==> src/fbc_defs.svh <==
// timing and field constants for the flash bus controller
`ifndef FBC_DEFS_SVH
`define FBC_DEFS_SVH
`define FBC_CLK_PERIOD_NS 10
`define FBC_ADDR_W 22
`define FBC_DATA_W 8
`define FBC_SECTOR_LSB 16
`define FBC_ACCESS_NS 90
`define FBC_ACCESS_CYC ((`FBC_ACCESS_NS + `FBC_CLK_PERIOD_NS - 1) / `FBC_CLK_PERIOD_NS)
`define FBC_WRITE_NS 50
`define FBC_WRITE_CYC ((`FBC_WRITE_NS + `FBC_CLK_PERIOD_NS - 1) / `FBC_CLK_PERIOD_NS)
`define FBC_RESET_PULSE_NS 500
`define FBC_RESET_PULSE_CYC ((`FBC_RESET_PULSE_NS + `FBC_CLK_PERIOD_NS - 1) / `FBC_CLK_PERIOD_NS)
`define FBC_RESET_HIGH_NS 50
`define FBC_RESET_HIGH_CYC ((`FBC_RESET_HIGH_NS + `FBC_CLK_PERIOD_NS - 1) / `FBC_CLK_PERIOD_NS)
`endif

==> src/fbc_pkg.sv <==
// types for the flash bus controller
package fbc_pkg;
  typedef enum logic [1:0] {
    fbc_op_read,
    fbc_op_write,
    fbc_op_reset
  } fbc_op_type;

  typedef struct packed {
    fbc_op_type op;
    logic [21:0] addr;
    logic [7:0] data;
  } fbc_req_type;

  typedef struct packed {
    logic chip_sel_n;
    logic out_en_n;
    logic wr_en_n;
    logic reset_n;
  } fbc_ctl_type;
endpackage

==> src/fbc_host.sv <==
// host-side bus controller driving a byte-wide parallel flash
// Overview of operation
// reads drive select and output enable low, write enable and reset high.
// device gates data by output enable; host floats its drive while reading.
// writes drive select and write enable low with output enable high.
// device latches commands internally; host just issues write cycles.
// device starts in read-array mode after power-up or hardware reset.
// device stays in read-array mode until a write alters the command.
// bad or out-of-order writes return the device to read-array mode.
// erase covers one, several or all sectors by sector address bits.
// after identification sequence, reads return identification codes.
// during program or erase, reads return status bits.
// erase-resume only accepted while erase is suspended.
// select and reset high puts device in standby with floated outputs.
// first read after standby waits the full select access time.
// reset low also places the device in standby.
// deselecting during program or erase lets the operation finish.
// reset held for minimum pulse aborts, floats outputs, ignores cycles.
// reset during embedded operation keeps ready/busy low until done.
// reset without embedded operation completes within shorter ready time.
// host waits reset-high recovery time before the next read.
// host should re-issue a program or erase that reset interrupted; this controller only flags it on o_interrupted.
// reset input is active low.
// sectors are uniform; sector chosen by upper address bits.
// ready/busy high when idle, low while embedded work runs.
// busy-time writes do not disturb the embedded operation.
`include "fbc_defs.svh"

module fbc_host
  import fbc_pkg::*;
#(
  parameter int ACCESS_CYC = `FBC_ACCESS_CYC,
  parameter int WRITE_CYC = `FBC_WRITE_CYC,
  parameter int RESET_PULSE_CYC = `FBC_RESET_PULSE_CYC,
  parameter int RESET_HIGH_CYC = `FBC_RESET_HIGH_CYC
)
(
  input wire logic i_clk,
  input wire logic i_nrst,
  input wire logic i_req_valid,
  input wire fbc_req_type i_req,
  output logic o_req_ready,
  output logic o_rsp_valid,
  output logic [7:0] o_rsp_data,
  output logic o_interrupted,
  output logic o_dev_ready,
  output logic [21:0] o_address_pins,
  output fbc_ctl_type o_ctl,
  output logic [7:0] o_data_pins,
  output logic o_data_pins_oe_n,
  input wire logic [7:0] i_data_pins,
  input wire logic i_ready_busy_n
);

  typedef enum logic [2:0] {
    st_idle,
    st_read,
    st_write,
    st_rst_pulse,
    st_rst_wait,
    st_gap
  } fbc_state_type;

  localparam int CNT_W = 16;

  fbc_state_type state;
  logic [CNT_W-1:0] cnt;
  logic [7:0] data_sync1;
  logic [7:0] data_sync;
  logic rb_sync1;
  logic rb_sync;
  logic busy_at_reset;

  // pins are asynchronous to our clock
  always_ff @(posedge i_clk or negedge i_nrst)
  begin
    if (!i_nrst)
    begin
      data_sync1 <= 8'h00;
      data_sync <= 8'h00;
      rb_sync1 <= 1'b1;
      rb_sync <= 1'b1;
    end
    else
    begin
      data_sync1 <= i_data_pins;
      data_sync <= data_sync1;
      rb_sync1 <= i_ready_busy_n;
      rb_sync <= rb_sync1;
    end
  end

  assign o_req_ready = (state == st_idle);
  assign o_dev_ready = rb_sync;

  always_ff @(posedge i_clk or negedge i_nrst)
  begin
    if (!i_nrst)
    begin
      state <= st_idle;
      cnt <= '0;
      busy_at_reset <= 1'b0;
    end
    else
    begin
      case (state)
        st_idle:
        begin
          cnt <= '0;
          if (i_req_valid)
          begin
            case (i_req.op)
              fbc_op_read: state <= st_read;
              fbc_op_write: state <= st_write;
              fbc_op_reset:
              begin
                state <= st_rst_pulse;
                busy_at_reset <= !rb_sync;
              end
              default: state <= st_idle;
            endcase
          end
        end
        st_read:
        begin
          // select rises after each cycle, so every read pays the full access time
          cnt <= cnt + 1'b1;
          if (cnt == CNT_W'(ACCESS_CYC + 2))
          begin
            state <= st_gap;
            cnt <= '0;
          end
        end
        st_write:
        begin
          cnt <= cnt + 1'b1;
          if (cnt == CNT_W'(WRITE_CYC))
          begin
            state <= st_gap;
            cnt <= '0;
          end
        end
        st_rst_pulse:
        begin
          cnt <= cnt + 1'b1;
          if (cnt == CNT_W'(RESET_PULSE_CYC - 1))
          begin
            state <= st_rst_wait;
            cnt <= '0;
          end
        end
        st_rst_wait:
        begin
          // recovery time, then ready/busy must be high again
          if (cnt < CNT_W'(RESET_HIGH_CYC))
            cnt <= cnt + 1'b1;
          else if (rb_sync)
            state <= st_idle;
        end
        st_gap:
        begin
          state <= st_idle;
        end
        default: state <= st_idle;
      endcase
    end
  end

  // bus pin levels per state
  always_ff @(posedge i_clk or negedge i_nrst)
  begin
    if (!i_nrst)
    begin
      o_ctl <= '{chip_sel_n: 1'b1, out_en_n: 1'b1, wr_en_n: 1'b1, reset_n: 1'b1};
      o_address_pins <= '0;
      o_data_pins <= 8'h00;
      o_data_pins_oe_n <= 1'b1;
    end
    else
    begin
      o_ctl <= '{chip_sel_n: 1'b1, out_en_n: 1'b1, wr_en_n: 1'b1, reset_n: 1'b1};
      o_data_pins_oe_n <= 1'b1;
      if (state == st_idle && i_req_valid)
      begin
        o_address_pins <= i_req.addr;
        o_data_pins <= i_req.data;
        if (i_req.op == fbc_op_read)
          o_ctl <= '{chip_sel_n: 1'b0, out_en_n: 1'b0, wr_en_n: 1'b1, reset_n: 1'b1};
        else if (i_req.op == fbc_op_write)
        begin
          o_ctl <= '{chip_sel_n: 1'b0, out_en_n: 1'b1, wr_en_n: 1'b0, reset_n: 1'b1};
          o_data_pins_oe_n <= 1'b0;
        end
        else
          o_ctl.reset_n <= 1'b0;
      end
      else if (state == st_read && cnt != CNT_W'(ACCESS_CYC + 2))
        o_ctl <= '{chip_sel_n: 1'b0, out_en_n: 1'b0, wr_en_n: 1'b1, reset_n: 1'b1};
      else if (state == st_write && cnt != CNT_W'(WRITE_CYC))
      begin
        // data held one cycle past write enable rise for hold time
        o_ctl <= '{chip_sel_n: 1'b0, out_en_n: 1'b1, wr_en_n: 1'b0, reset_n: 1'b1};
        o_data_pins_oe_n <= 1'b0;
      end
      else if (state == st_write)
        o_data_pins_oe_n <= 1'b0;
      else if (state == st_rst_pulse && cnt != CNT_W'(RESET_PULSE_CYC - 1))
        o_ctl.reset_n <= 1'b0;
    end
  end

  // capture read data after synchroniser delay
  always_ff @(posedge i_clk or negedge i_nrst)
  begin
    if (!i_nrst)
    begin
      o_rsp_valid <= 1'b0;
      o_rsp_data <= 8'h00;
    end
    else
    begin
      o_rsp_valid <= 1'b0;
      if (state == st_read && cnt == CNT_W'(ACCESS_CYC + 2))
      begin
        o_rsp_valid <= 1'b1;
        o_rsp_data <= data_sync;
      end
    end
  end

  // flags that a reset cut an embedded operation short
  always_ff @(posedge i_clk or negedge i_nrst)
  begin
    if (!i_nrst)
      o_interrupted <= 1'b0;
    else if (state == st_rst_wait && rb_sync && cnt >= CNT_W'(RESET_HIGH_CYC))
      o_interrupted <= busy_at_reset;
  end

  rd_ctl_a: assert property (@(posedge i_clk) disable iff (!i_nrst)
    !o_ctl.chip_sel_n && !o_ctl.out_en_n |-> o_ctl.wr_en_n && o_data_pins_oe_n)
    else $error("read strobes overlap write");
  wr_ctl_a: assert property (@(posedge i_clk) disable iff (!i_nrst)
    !o_ctl.wr_en_n |-> !o_ctl.chip_sel_n && o_ctl.out_en_n && !o_data_pins_oe_n)
    else $error("write strobe without select or data");
  rst_idle_a: assert property (@(posedge i_clk) disable iff (!i_nrst)
    !o_ctl.reset_n |-> o_ctl.chip_sel_n && o_ctl.wr_en_n && o_ctl.out_en_n)
    else $error("cycle issued during reset pulse");
  rst_width_a: assert property (@(posedge i_clk) disable iff (!i_nrst)
    $fell(o_ctl.reset_n) |-> !o_ctl.reset_n [*2])
    else $error("reset pulse too short");
  rd_len_a: assert property (@(posedge i_clk) disable iff (!i_nrst)
    $fell(o_ctl.out_en_n) |-> !o_ctl.out_en_n [*3])
    else $error("read strobe too short");
  rsp_read_a: assert property (@(posedge i_clk) disable iff (!i_nrst)
    o_rsp_valid |-> $past(state) == st_read)
    else $error("response outside a read");
  rec_a: assert property (@(posedge i_clk) disable iff (!i_nrst)
    $rose(o_ctl.reset_n) |-> o_ctl.out_en_n [*2])
    else $error("read too soon after reset");
  ready_a: assert property (@(posedge i_clk) disable iff (!i_nrst)
    state == st_idle && $past(state) == st_rst_wait |-> $past(rb_sync))
    else $error("left reset wait while busy");
  cv_read_c: cover property (@(posedge i_clk) disable iff (!i_nrst) o_rsp_valid);
  cv_write_c: cover property (@(posedge i_clk) disable iff (!i_nrst) $rose(o_ctl.wr_en_n));
  cv_rst_c: cover property (@(posedge i_clk) disable iff (!i_nrst) $rose(o_ctl.reset_n));
  cv_intr_c: cover property (@(posedge i_clk) disable iff (!i_nrst) $rose(o_interrupted));

endmodule

==> config.mk <==
export PLATFORM = sky130hd
export DESIGN_NAME = fbc_host
export DESIGN_NICKNAME = d
export VERILOG_FILES = /design/src/fbc_pkg.sv /design/src/fbc_host.sv
export VERILOG_INCLUDE_DIRS = /design/src
export SDC_FILE = /design/constraint.sdc
export NUM_CORES = 1
export LEC_CHECK = 0
export BUFFER_PORTS_ARGS = -buffer_cell sky130_fd_sc_hd__buf_2
export CAP_MARGIN = 40
export CORE_MARGIN = 2
export CORE_UTILIZATION = 47
export DETAILED_ROUTE_END_ITERATION = 10
export GPL_ROUTABILITY_DRIVEN = 0
export PLACE_DENSITY_LB_ADDON = 0.15
export SLEW_MARGIN = 20
export SYNTH_ARGS = -nofsm -noshare
export SYNTH_HDL_FRONTEND = slang
export SYNTH_SLANG_ARGS = --single-unit
==> constraint.sdc <==
create_clock -name i_clk -period 2 [get_ports i_clk]
set_clock_uncertainty 0.05 [all_clocks]
set_input_delay 0.1 -clock i_clk [delete_from_list [all_inputs] [get_ports i_clk]]
set_output_delay 0.1 -clock i_clk [all_outputs]
set_load 0.005 [all_outputs]
==> impl_metrics.yaml <==
outcome:
  status: "finished, final reports clean"
sta:
  min_period_ns: 1.95
  finalSetupTns_ns: 0
  fin_crit_sh_pct: 97.7
  grt_setup_unrepaired: "yes"
  slew_headroom_pct: 59.7
  timing.fmax_mhz: 512
  setup_viol: 0
  timing_hold_violations_final: 0
  worstMarginPinSlew_ns: 0.604
  drv_slew: 0
power:
  powerDensity_mw_per_mm2: 1160
  peakVddDrop_v: 0.000605
  p_leak_nw: 2.25
clock_network:
  cts-htree-levels: 3
  clock_latency_ns: 0.34
  cts-root-buf: "clkbuf_8"
  cts_buffers: 9
  clockBufferDepth: 2
  cts.sinks: 83
  clk_pin_slew_worst_paths_ns: 0.09
  cts_tree: "done"
final_layout:
  design_area_mm2: 0.00481
  layout-area-overhead-vs-synth_pct: 41.3
  drive_above_1_share_pct: 40.0
  final_nets: 465
  multiInputGateArea_mm2: 0.00126
  regArea_mm2: 0.00209
  fill_cells: 550
  layout_common_cells: "89 x buf_2, 76 x dfrtp_1, 40 x dlygate4sd3_1"
  final_common_cell: "buf_2"
  antenna_cells: 0
synth:
  synth_top_area_share_pct: 55.8
  synth_ff_type: "dfrtp_1"
  synth_edf_count: 0
  syn_nets: 309
  synth_area_mm2: 0.00341
  syn_area_per_cell_um2: 13.3
  async_reset_ff_share_pct: 100
  synthTopCellsByArea: "dfrtp_1 56%, mux2_1 8.3%, dfstp_2 5.4%"
  ys_ff_latch: 83
  seq_area_frac_synth_pct: 61.2
  yosys.cell_types.count: 47
  ys_warn_count: 0
  yosysTopAreaCell: "dfrtp_1"
  syn_inst: 257
job:
  max_cap_violations: 0
grt:
  grt_pass1_vias: 2541
  grt_pass1_wl_mm: 12.1
  grt_max_degree: 51
  grt_use_total_pct: 20.1
  antenna_found_initial: 0
  grt-ovfl-total: 0
die:
  die_x_um: 89.1
  num_rows: 31
  die-area_mm2: 0.00794
  initial_core_util_pct: 47.7
  die_h_um: 89.1
  coreArea_mm2: 0.00714
  pin_count: 91
route:
  ant_nets: 0
  wl_met3_um: 365
  routed_wl_mm: 7.29
  highest_layer: "met4"
  drt-pass1-iter-count: 4
  wl_per_cell_um: 14.1
  drt-met1-wl_mm: 3.15
  vias: 2508
  met2WireLength_mm: 3.65
  drt_iter0_drc: 77
  via_per_inst: 4.85
  drc_errors: 0
critical_path:
  critical_path.startpoint_type: "register"
  arrival_ns: 2.18
  worst_path_max_delay_cell: "or4_4"
  max_stage_delay_ns: 0.58
  path_class: "reg -> reg"
  crit_path_cell_trace: "or4_4 > nor3_4 > a31oi_4 > or3_1 > a21oi_2"
  cp_max_fo: 6
  critPathCaptureType: "register"
  crit_required_ns: 2.23
placement:
  placed_cell_area_mm2: 0.00416
  dp.final_hpwl_mm: 4.88
  port_buffers: 90
min_path:
  worstHoldPathType: "in -> reg"
path summary, 6_finish.rpt:
check,from,endpoint,slack (ns),depth (start not counted)
worst min-delay path,i_req[30],o_data_pins_oe_n$_DFF_PN1_,0.08,3
worst max register to register,cnt[6]$_DFFE_PN0P_,cnt[3]$_DFFE_PN0P_,0.05,5
min in group asynchronous,i_nrst,o_address_pins[13]$_DFFE_PN0P_,0.25,2
worst max-delay path,cnt[6]$_DFFE_PN0P_,cnt[3]$_DFFE_PN0P_,0.05,5
worst min register to register,data_sync1[6]$_DFF_PN0_,data_sync[6]$_DFF_PN0_,0.30,0
max in group asynchronous,i_nrst,o_rsp_data[6]$_DFFE_PN0P_,0.97,3
report_power, final:
part / internal, mW / switching (mW)
logic: 0.991 / 0.844
registers: 2.14 / 0.247
clock network: 0.728 / 0.635
total: 3.86 / 1.73
logic make-up (layout without fill, tap and decap cells):
family                   count (synthesis)  count (layout)  share of synthesized area [%]
buffers and inverters                   18             179                           2.46
adder cells (fa/ha/maj)                  8               8                           2.94
AO/OA/AOI/OAI                           22              22                           4.81
flip-flops                              83              83                           61.2
multiplexers                            41              41                           13.6
AND/OR/NAND/NOR                         74              74                           12.2
XOR/XNOR                                11              11                           2.83
per-layer routing:
metal / global-route usage (%) / up-vias
met5: 0 / -
met4: 5.83 / 0
met3: 4.80 / 10
met2: 34.9 / 68
met1: 25.1 / 1219
li1: - / 1211
final cells by class:
type                       count  share of cell area (%)
tap                           99                    2.57
clock inverter                 7                    2.21
clock buffer                   9                    2.57
timing repair buffer         156                    22.6
inverter                       7                   0.546
sequential                    83                    43.3
multi-input combinational    156                    26.2
critical path, delay by kind of cell (launching register included):
| family | cells | cell delay, ns |
|---|---|---|
| compound gates | 2 | 0.27 |
| flops | 1 | 0.39 |
| simple gates | 3 | 1.18 |
synthesized netlist by cell type, types with 4 or more instances:
cell type and instances:
a21oi_1 6, buf_2 4, dfrtp_1 76, dfstp_2 7
ha_1 8, inv_1 6, mux2_1 25, mux2_2 16
nand2_1 14, nand3_1 5, nand4_1 10, nor2_1 17
nor4_1 4, xor2_1 8
metrics by stage:
step	util [%]	setup WS [ns]	std cells	total power, mW	hold WS, ns
after global routing	67.4	-0.0436	517	5.95	0.0774
final	67.4	0.0458	517	5.58	0.0795
after CTS	67.1	0.0155	517	5.55	0.0677
after global placement	58.3	0.0826	461	4.07	0.103
after floorplan	-	0.0217	257	3.32	-0.246
after detailed placement	58.3	0.0216	461	4.12	0.104
repair_timing:
| action | in CTS | in global routing |
|---|---|---|
| endpoints found under the hold margin | 80 | 0 |
| hold buffers | 40 | 0 |
| buffers inserted | 0 | 0 |
| endpoints found under the setup margin | 0 | 17 |
| gates resized for setup | 0 | 7 |
registers in the layout (all words and copies together), names as in the netlist:
| register | count |
|---|---|
| o_ctl | 4 |
| o_data_pins | 8 |
| busy_at_reset | 1 |
| data_sync1 | 8 |
| state | 3 |
| o_address_pins | 22 |
| o_dev_ready | 1 |
| o_rsp_valid | 1 |
| data_sync | 8 |
| o_data_pins_oe_n | 1 |
| rb_sync1 | 1 |
| cnt | 16 |
| o_rsp_data | 8 |
| o_interrupted | 1 |
Power figures use the tool's default switching activity.
